### src/rtl/dmhs_pkg.sv
// Constants, register map and carrier types of the diagnostic mux and Hall sense block.
// Assumes a 25 MHz mclk and an Avalon-MM byte-addressed register port.
//
// Overview of operation
// - Four-bit read/write channel selector in bits 3..0, upper bits zero, reset clears.
// - Codes 0-3 bridge sense, 4 supply prescaler, 5 temperature, 7 analog pin.
// - Current source on only when power-stage enable and source enable both set.
// - Two-bit level field picks 10, 30, 60 or 100 percent strength.
// - Current source forced off during STOP mode.
// - Auxiliary supply enable bit switches the auxiliary supply output; reset clears.
// - Lamp driver enable bit switches the high-side lamp driver; reset clears.
// - Hall inputs ignore the power-stage enable bit.
// - Per-input enable bits 2..0 power each Hall sensor and its sensing.
// - Hall flag set above threshold, with hysteresis against noise.
// - Low Hall output voltage while any Hall input is powered sets the Hall over-current flag.
// - In RUN any Hall flag change sets the change flag; mask gates request.
// - In STOP the Hall inputs stay disabled outside a cyclic check, whatever their enable bits.
// - Cyclic check powers enabled inputs periodically, samples after 40 us.
// - Cyclic hit on any enabled input, with cyclic check and Hall interrupt enables set, raises interrupt, wake and regulator start.
// - Hall control bits 7..3 read zero; reset clears the enable bits.
// - Interrupt mask bit 6 is the Hall interrupt enable; reset clears.
// - Hall flags follow inputs only while enabled; reset clears them.

package dmhs_pkg;

    // ----------------------------------------
    // Register indices (byte address = 4 * index)
    // ----------------------------------------
    localparam logic [3:0] IDX_INT_MASK = 4'h4;
    localparam logic [3:0] IDX_DIAG_SEL = 4'h7;
    localparam logic [3:0] IDX_HALL_CTL = 4'h8;
    localparam logic [3:0] IDX_HALL_STAT = 4'h9;
    localparam logic [3:0] IDX_POWER_OUT = 4'hB;
    localparam logic [3:0] IDX_SYS_CTL = 4'hC;
    localparam logic [3:0] IDX_SYS_STAT = 4'hD;

    // ----------------------------------------
    // Field positions
    // ----------------------------------------
    localparam int POS_SRC_LEVEL = 4;
    localparam int POS_SRC_ENABLE = 3;
    localparam int POS_AUX_SUPPLY_ON = 1;
    localparam int POS_LAMP_DRIVER_ON = 0;
    localparam int POS_HALL_IRQ_ENABLE = 6;
    localparam int POS_HALL_CHANGE_FLAG = 4;
    localparam int POS_POWER_STAGE_ENABLE = 0;
    localparam int POS_CYCLIC_CHECK_ENABLE = 1;
    localparam int POS_HALL_OVERCURRENT_FLAG = 0;

    // ----------------------------------------
    // Reset values
    // ----------------------------------------
    localparam logic [3:0] RST_DIAG_SEL = 4'h0;
    localparam logic [2:0] RST_HALL_EN = 3'h0;
    localparam logic [7:0] RST_BYTE = 8'h00;

    // ----------------------------------------
    // Selector codes
    // ----------------------------------------
    localparam logic [3:0] SEL_SUPPLY_PRESCALER = 4'h4;
    localparam logic [3:0] SEL_TEMP_SENSOR = 4'h5;
    localparam logic [3:0] SEL_ANALOG_PIN = 4'h7;

    // ----------------------------------------
    // Timing
    // ----------------------------------------
    localparam int MCLK_KHZ = 25000;
    localparam int HALL_SETTLE_US = 40;
    localparam int HALL_SETTLE_CYC = (HALL_SETTLE_US * MCLK_KHZ + 999) / 1000;
    localparam int SETTLE_W = 10;

    // ----------------------------------------
    // Carrier types
    // ----------------------------------------
    typedef struct packed {
        logic [3:0] hb_sense;
        logic supply_prescaler;
        logic temp_sensor;
        logic analog_pin;
    } dmhs_route_t;

    typedef struct packed {
        logic [1:0] src_level;
        logic src_enable;
        logic aux_supply_on;
        logic lamp_driver_on;
    } dmhs_power_output_control_t;

    typedef enum logic [2:0] {
        CYC_IDLE = 3'b001,
        CYC_SETTLE = 3'b010,
        CYC_SAMPLE = 3'b100
    } dmhs_cyc_t;

endpackage : dmhs_pkg

### src/rtl/dmhs_hall_chan.sv
// One Hall sense channel: flag with hysteresis from two comparator levels.
// Assumes the comparators are synchronous to mclk and never both high.
`timescale 1ns/1ns

module dmhs_hall_chan (
    // Clock and reset
    input wire logic mclk,
    input wire logic reset_n,
    // Channel control and sense
    input wire logic sense_active,
    input wire logic sense_hi,
    input wire logic sense_lo,
    // Result
    output logic flag_q
);
    import dmhs_pkg::*;

    logic flag_d;

    // ----------------------------------------
    // Hysteresis flag
    // ----------------------------------------
    // Set above upper level, clear below lower, hold in between or when idle
    always_comb begin
        flag_d = flag_q;
        if (sense_active) begin
            if (sense_hi) begin
                flag_d = 1'b1;
            end else if (sense_lo) begin
                flag_d = 1'b0;
            end
        end
    end

    // Flag register
    always_ff @(posedge mclk) begin
        if (!reset_n) begin
            flag_q <= 1'b0;
        end else begin
            flag_q <= flag_d;
        end
    end
endmodule : dmhs_hall_chan

### src/rtl/dmhs_ctrl.sv
// Diagnostic selector, analog source, power outputs and Hall sense control.
// Assumes an Avalon-MM master on mclk, STOP and watchdog tick from the system.
`timescale 1ns/1ns

module dmhs_ctrl (
    // Clock and reset
    input wire logic mclk,
    input wire logic reset_n,
    // Avalon-MM slave
    input wire logic [5:0] avs_address,
    input wire logic avs_read,
    input wire logic avs_write,
    input wire logic [31:0] avs_writedata,
    input wire logic [3:0] avs_byteenable,
    output logic [31:0] avs_readdata,
    output logic avs_waitrequest,
    // System state
    input wire logic stop_mode,
    input wire logic wdog_cycle_tick,
    input wire logic hall_supply_low,
    // Hall comparators
    input wire logic [2:0] hall_sense_hi,
    input wire logic [2:0] hall_sense_lo,
    // Analog routing and source
    output dmhs_pkg::dmhs_route_t diag_route,
    output logic src_on,
    output logic [1:0] src_level,
    // Power outputs
    output logic aux_supply_output,
    output logic lamp_driver_out,
    output logic [2:0] hall_power,
    // Requests
    output logic irq,
    output logic wake_request,
    output logic regulator_start
);
    import dmhs_pkg::*;

    // ----------------------------------------
    // Declarations
    // ----------------------------------------
    logic ack_q, ack_d;
    logic [31:0] rdata_q, rdata_d;
    logic wr_acc;
    logic [3:0] idx;
    logic [7:0] wbyte;
    logic [7:0] rbyte;
    logic [3:0] sel_q, sel_d;
    logic [2:0] hall_en_q, hall_en_d;
    dmhs_power_output_control_t power_output_control_q, power_output_control_d;
    logic irq_en_q, irq_en_d;
    logic pse_q, pse_d;
    logic cce_q, cce_d;
    logic ocf_q, ocf_d;
    logic chg_q, chg_d;
    logic [2:0] flags;
    logic [2:0] flags_prev_q;
    logic run_change;
    dmhs_cyc_t cyc_q, cyc_d;
    logic [SETTLE_W-1:0] cnt_q, cnt_d;
    logic cyc_hit;
    logic [2:0] hpow_d;
    dmhs_route_t route_d;
    logic src_on_d;
    logic wake_d;

    // ----------------------------------------
    // Bus slave
    // ----------------------------------------
    // One wait cycle per access; write lands and read data stands on ack
    assign idx = avs_address[5:2];
    assign wbyte = avs_writedata[7:0];
    assign avs_waitrequest = (avs_read | avs_write) & ~ack_q;
    assign wr_acc = avs_write & ack_q & avs_byteenable[0];
    assign avs_readdata = rdata_q;

    // Read mux, unmapped reads zero
    always_comb begin
        rbyte = RST_BYTE;
        unique case (idx)
            IDX_DIAG_SEL: rbyte = {4'h0, sel_q};
            IDX_HALL_CTL: rbyte = {5'h00, hall_en_q};
            IDX_HALL_STAT: begin
                rbyte[2:0] = flags;
                rbyte[POS_HALL_CHANGE_FLAG] = chg_q;
            end
            IDX_POWER_OUT: begin
                rbyte[POS_SRC_LEVEL +: 2] = power_output_control_q.src_level;
                rbyte[POS_SRC_ENABLE] = power_output_control_q.src_enable;
                rbyte[POS_AUX_SUPPLY_ON] = power_output_control_q.aux_supply_on;
                rbyte[POS_LAMP_DRIVER_ON] = power_output_control_q.lamp_driver_on;
            end
            IDX_INT_MASK: rbyte[POS_HALL_IRQ_ENABLE] = irq_en_q;
            IDX_SYS_CTL: begin
                rbyte[POS_POWER_STAGE_ENABLE] = pse_q;
                rbyte[POS_CYCLIC_CHECK_ENABLE] = cce_q;
            end
            IDX_SYS_STAT: rbyte[POS_HALL_OVERCURRENT_FLAG] = ocf_q;
            default: rbyte = RST_BYTE;
        endcase
    end

    // Handshake and read capture
    always_comb begin
        ack_d = (avs_read | avs_write) & ~ack_q;
        rdata_d = rdata_q;
        if (avs_read && !ack_q) begin
            rdata_d = {24'h000000, rbyte};
        end
    end

    // Bus registers
    always_ff @(posedge mclk) begin
        if (!reset_n) begin
            ack_q <= 1'b0;
            rdata_q <= 32'h00000000;
        end else begin
            ack_q <= ack_d;
            rdata_q <= rdata_d;
        end
    end

    // ----------------------------------------
    // Control registers
    // ----------------------------------------
    // Software writes; power output bit 2 is not stored and reads zero
    always_comb begin
        sel_d = sel_q;
        hall_en_d = hall_en_q;
        power_output_control_d = power_output_control_q;
        irq_en_d = irq_en_q;
        pse_d = pse_q;
        cce_d = cce_q;
        if (wr_acc) begin
            unique case (idx)
                IDX_DIAG_SEL: sel_d = wbyte[3:0];
                IDX_HALL_CTL: hall_en_d = wbyte[2:0];
                IDX_POWER_OUT: begin
                    power_output_control_d.src_level = wbyte[POS_SRC_LEVEL +: 2];
                    power_output_control_d.src_enable = wbyte[POS_SRC_ENABLE];
                    power_output_control_d.aux_supply_on = wbyte[POS_AUX_SUPPLY_ON];
                    power_output_control_d.lamp_driver_on = wbyte[POS_LAMP_DRIVER_ON];
                end
                IDX_INT_MASK: irq_en_d = wbyte[POS_HALL_IRQ_ENABLE];
                IDX_SYS_CTL: begin
                    pse_d = wbyte[POS_POWER_STAGE_ENABLE];
                    cce_d = wbyte[POS_CYCLIC_CHECK_ENABLE];
                end
                default: sel_d = sel_q;
            endcase
        end
    end

    // Control register bank
    always_ff @(posedge mclk) begin
        if (!reset_n) begin
            sel_q <= RST_DIAG_SEL;
            hall_en_q <= RST_HALL_EN;
            power_output_control_q <= '0;
            irq_en_q <= 1'b0;
            pse_q <= 1'b0;
            cce_q <= 1'b0;
        end else begin
            sel_q <= sel_d;
            hall_en_q <= hall_en_d;
            power_output_control_q <= power_output_control_d;
            irq_en_q <= irq_en_d;
            pse_q <= pse_d;
            cce_q <= cce_d;
        end
    end

    // ----------------------------------------
    // Hall channels
    // ----------------------------------------
    // Flags update only while powered in RUN mode
    generate
        for (genvar ch = 0; ch < 3; ch++) begin : g_hall
            dmhs_hall_chan u_chan (
                .mclk(mclk),
                .reset_n(reset_n),
                .sense_active(hall_power[ch] & ~stop_mode),
                .sense_hi(hall_sense_hi[ch]),
                .sense_lo(hall_sense_lo[ch]),
                .flag_q(flags[ch])
            );
        end
    endgenerate

    // ----------------------------------------
    // Cyclic check sequencer
    // ----------------------------------------
    // Watchdog tick powers enabled inputs, waits settle time, samples once
    assign cyc_hit = |(hall_sense_hi & hall_en_q) & cce_q & irq_en_q;

    always_comb begin
        cyc_d = cyc_q;
        cnt_d = cnt_q;
        unique case (cyc_q)
            CYC_IDLE: begin
                cnt_d = '0;
                if (wdog_cycle_tick && stop_mode && cce_q && (|hall_en_q)) begin
                    cyc_d = CYC_SETTLE;
                end
            end
            CYC_SETTLE: begin
                cnt_d = cnt_q + SETTLE_W'(1);
                if (cnt_q == SETTLE_W'(HALL_SETTLE_CYC - 1)) begin
                    cyc_d = CYC_SAMPLE;
                end
            end
            CYC_SAMPLE: cyc_d = CYC_IDLE;
            default: cyc_d = CYC_IDLE;
        endcase
        if (!stop_mode) begin
            cyc_d = CYC_IDLE;
        end
    end

    // Sequencer registers
    always_ff @(posedge mclk) begin
        if (!reset_n) begin
            cyc_q <= CYC_IDLE;
            cnt_q <= '0;
        end else begin
            cyc_q <= cyc_d;
            cnt_q <= cnt_d;
        end
    end

    // ----------------------------------------
    // Flags and requests
    // ----------------------------------------
    // Change detect in RUN, cyclic hit in STOP; a set beats a clear
    assign run_change = (flags != flags_prev_q) & ~stop_mode;
    assign wake_d = (cyc_q == CYC_SAMPLE) & cyc_hit;

    always_comb begin
        chg_d = chg_q;
        ocf_d = ocf_q;
        if (wr_acc && idx == IDX_HALL_STAT && wbyte[POS_HALL_CHANGE_FLAG]) begin
            chg_d = 1'b0;
        end
        if (wr_acc && idx == IDX_SYS_STAT && wbyte[POS_HALL_OVERCURRENT_FLAG]) begin
            ocf_d = 1'b0;
        end
        if (run_change || wake_d) begin
            chg_d = 1'b1;
        end
        if (hall_supply_low && (|hall_power)) begin
            ocf_d = 1'b1;
        end
    end

    // Flag and request registers
    always_ff @(posedge mclk) begin
        if (!reset_n) begin
            chg_q <= 1'b0;
            ocf_q <= 1'b0;
            flags_prev_q <= 3'h0;
            wake_request <= 1'b0;
            regulator_start <= 1'b0;
        end else begin
            chg_q <= chg_d;
            ocf_q <= ocf_d;
            flags_prev_q <= flags;
            wake_request <= wake_d;
            regulator_start <= wake_d;
        end
    end

    // Masked interrupt request
    assign irq = chg_q & irq_en_q;

    // ----------------------------------------
    // Analog and power outputs
    // ----------------------------------------
    // Decode selector; unused codes route nothing
    always_comb begin
        route_d = '0;
        if (sel_q[3:2] == 2'b00) begin
            route_d.hb_sense[sel_q[1:0]] = 1'b1;
        end
        route_d.supply_prescaler = (sel_q == SEL_SUPPLY_PRESCALER);
        route_d.temp_sensor = (sel_q == SEL_TEMP_SENSOR);
        route_d.analog_pin = (sel_q == SEL_ANALOG_PIN);
        src_on_d = pse_q & power_output_control_q.src_enable & ~stop_mode;
        hpow_d = stop_mode ? ((cyc_q != CYC_IDLE) ? hall_en_q : 3'h0) : hall_en_q;
    end

    // Output registers
    always_ff @(posedge mclk) begin
        if (!reset_n) begin
            diag_route <= '0;
            src_on <= 1'b0;
            src_level <= 2'h0;
            aux_supply_output <= 1'b0;
            lamp_driver_out <= 1'b0;
            hall_power <= 3'h0;
        end else begin
            diag_route <= route_d;
            src_on <= src_on_d;
            src_level <= power_output_control_q.src_level;
            aux_supply_output <= power_output_control_q.aux_supply_on;
            lamp_driver_out <= power_output_control_q.lamp_driver_on;
            hall_power <= hpow_d;
        end
    end
endmodule : dmhs_ctrl

### config.mk
export PLATFORM = sky130hd
export DESIGN_NAME = dmhs_ctrl
export DESIGN_NICKNAME = d
export VERILOG_FILES = /design/src/rtl/dmhs_pkg.sv /design/src/rtl/dmhs_hall_chan.sv /design/src/rtl/dmhs_ctrl.sv
export SDC_FILE = /design/constraint.sdc
export NUM_CORES = 1
export LEC_CHECK = 0
export ABC_AREA = 1
export BUFFER_PORTS_ARGS = -buffer_cell sky130_fd_sc_hd__buf_2
export CAP_MARGIN = 20
export CORE_UTILIZATION = 35
export DETAILED_ROUTE_END_ITERATION = 12
export PLACE_DENSITY = 0.68
export SETUP_SLACK_MARGIN = 0.05
export SLEW_MARGIN = 30
export SYNTH_ARGS = -nofsm -noshare
export SYNTH_HDL_FRONTEND = slang
export SYNTH_HIERARCHICAL = 1
export SYNTH_SLANG_ARGS = --single-unit
### constraint.sdc
create_clock -name mclk -period 1.2 [get_ports mclk]
set_clock_uncertainty 0.1 [all_clocks]
set_input_delay 0.06 -clock mclk [delete_from_list [all_inputs] [get_ports mclk]]
set_output_delay 0.06 -clock mclk [all_outputs]
set_load 0.005 [all_outputs]
==> report_table.html <==
<table>
<tr><th>Metric</th><th>Value</th></tr>
<tr><th colspan="2">Outcome</th></tr>
<tr><td>Result of the run</td><td>complete, but fails checks</td></tr>
<tr><td>Failing checks</td><td>hold timing, setup timing</td></tr>
<tr><th colspan="2">Route</th></tr>
<tr><td>Drt first-iter violations</td><td>130</td></tr>
<tr><td>Vias per cell</td><td>roughly 4.6</td></tr>
<tr><td>Total iterations of the first detailed-routing run</td><td>4</td></tr>
<tr><td>Routed wire length</td><td>between 7 and 8 mm</td></tr>
<tr><td>Total via count in the routed design</td><td>2726</td></tr>
<tr><td>Total DRC errors in the routed layout</td><td>0</td></tr>
<tr><td>Average routed wire per standard cell</td><td>12.04 um</td></tr>
<tr><td>Antenna violation net count after detailed routing</td><td>0</td></tr>
<tr><th colspan="2">Layout</th></tr>
<tr><td>Layout fillers</td><td>727</td></tr>
<tr><td>Area taken by multi-input logic gates</td><td>0.001504 mm2</td></tr>
<tr><td>Synth-to-Final Area Change</td><td>41.52%</td></tr>
<tr><td>Most frequent standard cell in the layout excluding fill and tap cells</td><td>sky130_fd_sc_hd__nand2_1</td></tr>
<tr><td>Area of all sequential standard cells</td><td>0.001220 mm2</td></tr>
<tr><td>Nets</td><td>548</td></tr>
<tr><td>Most frequent cells in the layout</td><td>sky130_fd_sc_hd__nand2_1 (85), sky130_fd_sc_hd__dfxtp_1 (51), sky130_fd_sc_hd__buf_2 (50), sky130_fd_sc_hd__inv_1 (44), sky130_fd_sc_hd__nor2_1 (37)</td></tr>
<tr><td>Cell area after layout</td><td>between 0.003 and 0.004 mm2</td></tr>
<tr><td>Ant diodes</td><td>0</td></tr>
<tr><td>Fraction of layout cells with a size suffix above 1</td><td>between 30% and 40%</td></tr>
<tr><th colspan="2">Setup path</th></tr>
<tr><td>Sort of element at the end of the critical path</td><td>register</td></tr>
<tr><td>CP Max Fanout</td><td>3</td></tr>
<tr><td>Arrival time at the worst endpoint</td><td>about 1400 ps</td></tr>
<tr><td>Setup crit start kind</td><td>register</td></tr>
<tr><td>Critical path class</td><td>reg2reg</td></tr>
<tr><td>Req. time, crit path</td><td>approximately 1300 ps</td></tr>
<tr><th colspan="2">Yosys</th></tr>
<tr><td>Number of enable-type register cells in the synthesized netlist</td><td>0</td></tr>
<tr><td>Number of warnings issued by yosys</td><td>6</td></tr>
<tr><td>Synth Area per Inst</td><td>around 7 um2</td></tr>
<tr><td>Number of standard cells after synthesis</td><td>392</td></tr>
<tr><td>Fraction of synthesis flops using an asynchronous set or reset pin</td><td>0%</td></tr>
<tr><td>Largest cells by area after synthesis</td><td>sky130_fd_sc_hd__dfxtp_1 (43%), sky130_fd_sc_hd__nand2_1 (13%), sky130_fd_sc_hd__buf_4 (7.3%), sky130_fd_sc_hd__inv_1 (6.6%), sky130_fd_sc_hd__nor2_1 (6.1%)</td></tr>
<tr><td>Flip-flop and latch count after synthesis</td><td>60</td></tr>
<tr><td>Post-synth design cell area</td><td>between 0.002 and 0.003 mm2</td></tr>
<tr><td>Commonest register cell after synthesis</td><td>sky130_fd_sc_hd__dfxtp_1</td></tr>
<tr><td>Post-synthesis cell type with the largest combined area</td><td>sky130_fd_sc_hd__dfxtp_1</td></tr>
<tr><td>Area share of the largest cell type after synthesis</td><td>43.09%</td></tr>
<tr><td>Post-synth cell types</td><td>34</td></tr>
<tr><td>Sequential share of the synthesized area</td><td>roughly 43%</td></tr>
<tr><th colspan="2">Hold path</th></tr>
<tr><td>Hold/Removal Path Class</td><td>in2reg</td></tr>
<tr><th colspan="2">Clocking</th></tr>
<tr><td>Number of buffers created by CTS</td><td>9</td></tr>
<tr><td>Skew-Pair Late Insertion Delay</td><td>340 ps</td></tr>
<tr><td>CTS clock-pin slew for the worst setup and hold paths</td><td>~70 ps</td></tr>
<tr><td>Clock root buffer</td><td>sky130_fd_sc_hd__clkbuf_8</td></tr>
<tr><td>Max Root-Sink Buffers</td><td>2</td></tr>
<tr><td>Number of H-tree levels</td><td>3</td></tr>
<tr><td># clock sinks</td><td>60</td></tr>
<tr><td>CTS tree</td><td>done</td></tr>
<tr><th colspan="2">STA</th></tr>
<tr><td>Final critical-path share of the clock period</td><td>103.4%</td></tr>
<tr><td>Number of failing setup endpoints in the final timing report</td><td>6</td></tr>
<tr><td>Achievable frequency</td><td>805.7 MHz</td></tr>
<tr><td>Slack of the critical path</td><td>-41.23 ps</td></tr>
<tr><td>TNS Setup</td><td>-140.1 ps</td></tr>
<tr><td>RSZ-0062 raised after global routing</td><td>yes</td></tr>
<tr><td>Final hold violations</td><td>2</td></tr>
<tr><td>Smallest hold slack</td><td>-37.73 ps</td></tr>
<tr><td>Fin crit period</td><td>around 1200 ps</td></tr>
<tr><td>Pins over their slew limit</td><td>0</td></tr>
<tr><th colspan="2">Pwr</th></tr>
<tr><td>Final total power</td><td>4.036 mW</td></tr>
<tr><td>Power density over the cells</td><td>between 1000 and 1500 mW/mm2</td></tr>
<tr><td>Maximum ir drop on the vdd rail</td><td>433.4 uV</td></tr>
<tr><td>Static Leak</td><td>1.803 nW</td></tr>
<tr><th colspan="2">GRT</th></tr>
<tr><td>Number of antenna violations at the first check in global routing</td><td>0</td></tr>
<tr><td>Global-route usage over all layers</td><td>16.84%</td></tr>
<tr><td>Pin count of the biggest net entering global routing</td><td>21</td></tr>
<tr><td>Number of global-route vias before repair</td><td>2484</td></tr>
<tr><td>Wire length of the first global-routing pass</td><td>10.90 mm</td></tr>
<tr><td>GR Overflow Total</td><td>0</td></tr>
<tr><th colspan="2">Floorplanning</th></tr>
<tr><td>Rows</td><td>32</td></tr>
<tr><td>Starting Density</td><td>36.08%</td></tr>
<tr><td>Die extent in x</td><td>91.25 um</td></tr>
<tr><td>Die H</td><td>~90 um</td></tr>
<tr><td>Number of placed I/O pins</td><td>between 100 and 150</td></tr>
<tr><td>Area of the core</td><td>0.007727 mm2</td></tr>
<tr><td>Die outline area</td><td>0.008326 mm2</td></tr>
<tr><th colspan="2">Place</th></tr>
<tr><td>Port buffer count</td><td>50</td></tr>
<tr><td>Pre-CTS setup slack</td><td>-108.8 ps</td></tr>
<tr><td>Final weighted congestion in routability-driven placement</td><td>0.8072</td></tr>
<tr><td>Placement-stage cell area</td><td>approximately 0.0031 mm2</td></tr>
<tr><td>Post-DP HPWL</td><td>4.801 mm</td></tr>
<tr><th colspan="2">Job</th></tr>
<tr><td>Number of max-capacitance violations reported</td><td>0</td></tr>
</table>
worst paths after layout:
check	from	end	slack [ps]	depth (start not counted)
worst max-delay path	cnt_q[0]$_SDFFE_PN0N_	cnt_q[4]$_SDFFE_PN0N_	-40	7
worst min-delay path	reset_n	sel_q[2]$_SDFFE_PN0P_	-40	3
worst max register to register	cnt_q[0]$_SDFFE_PN0N_	cnt_q[4]$_SDFFE_PN0N_	-40	7
worst min register to register	power_output_control_q[0]$_SDFFE_PN0P_	lamp_driver_out$_SDFF_PN0_	350	2
Yosys cell counts, drive strengths merged, types with 3 or more instances:
cell type and instances:
nand3b 3, nand2 98, buf 29, clkbuf 3, inv 53, a21oi 25, o21ai 25, nor3 11
dfxtp 60, nand3 19, nand4 4, nor2 51
sequential cells by signal, indices dropped and copies added, names as in the netlist, 2 cells and up:
name	cells
cnt_q	10
hall_en_q	3
src_level	2
g_hall.u_chan/flag_q	3
avs_readdata	7
diag_route	7
cyc_q	3
flags_prev_q	3
sel_q	4
hall_power	3
power_output_control_q	5
kinds of logic (layout without fill, tap and decap cells):
logic type	after synthesis	in the layout	share of synthesized area [%]
XOR/XNOR	1	1	0.3142
AO/OA/AOI/OAI	55	55	10.82
buffers and inverters	85	163	15.17
adder cells (fa/ha/maj)	1	1	0.4488
AND/OR/NAND/NOR	189	190	30.03
flip-flops	60	60	43.09
other	1	25	0.1345
worst max-delay path: stages (launching register included):
cell,delay (ps)
sky130_fd_sc_hd__dfxtp_4,370
sky130_fd_sc_hd__ha_4,130
sky130_fd_sc_hd__nand2_2,60
sky130_fd_sc_hd__inv_2,80
sky130_fd_sc_hd__buf_4,120
sky130_fd_sc_hd__nand2_4,50
sky130_fd_sc_hd__nor3b_2,160
sky130_fd_sc_hd__nor3_1,60
layout make-up:
cell class	count	area share (%)
clock buffer	13	4.282
inverter	53	6.058
timing repair buffer	96	17.19
sequential	60	30.92
tap	102	3.235
clock inverter	1	0.1903
multi-input combinational	272	38.12
power by group:
part	internal, mW	switching, mW
clock	0.897	0.758
combinational	0.153	0.202
sequential	2.01	0.0158
per-stage QoR:
step           hold slack [ps]  cells  util, %
2_1_floorplan            47.17    416        -
3_3_place_gp             214.1    548    40.63
3_5_place_dp             231.6    548    40.63
4_1_cts                 -47.43    584    46.28
5_1_grt                  1.135    597    51.05
6_report                -37.73    597    51.05
metal layers:
layer  GRT usage [%]  routed length, um  up-vias
li1                -                  -     1388
met1           19.55               2952     1237
met2           29.04               3693       88
met3           5.360                435       13
met4           5.952                105        0
met5               0                  0        -
what timing repair did:
action | CTS | global route
endpoints found under the setup margin | 26 | 37
cloned | 0 | 2
endpoints found under the hold margin | 27 | 4
gates resized for setup | 20 | 78
pin swaps | 3 | 19
setup buffers | 6 | 8
hold buffers | 16 | 3
Power figures use the tool's default switching activity.
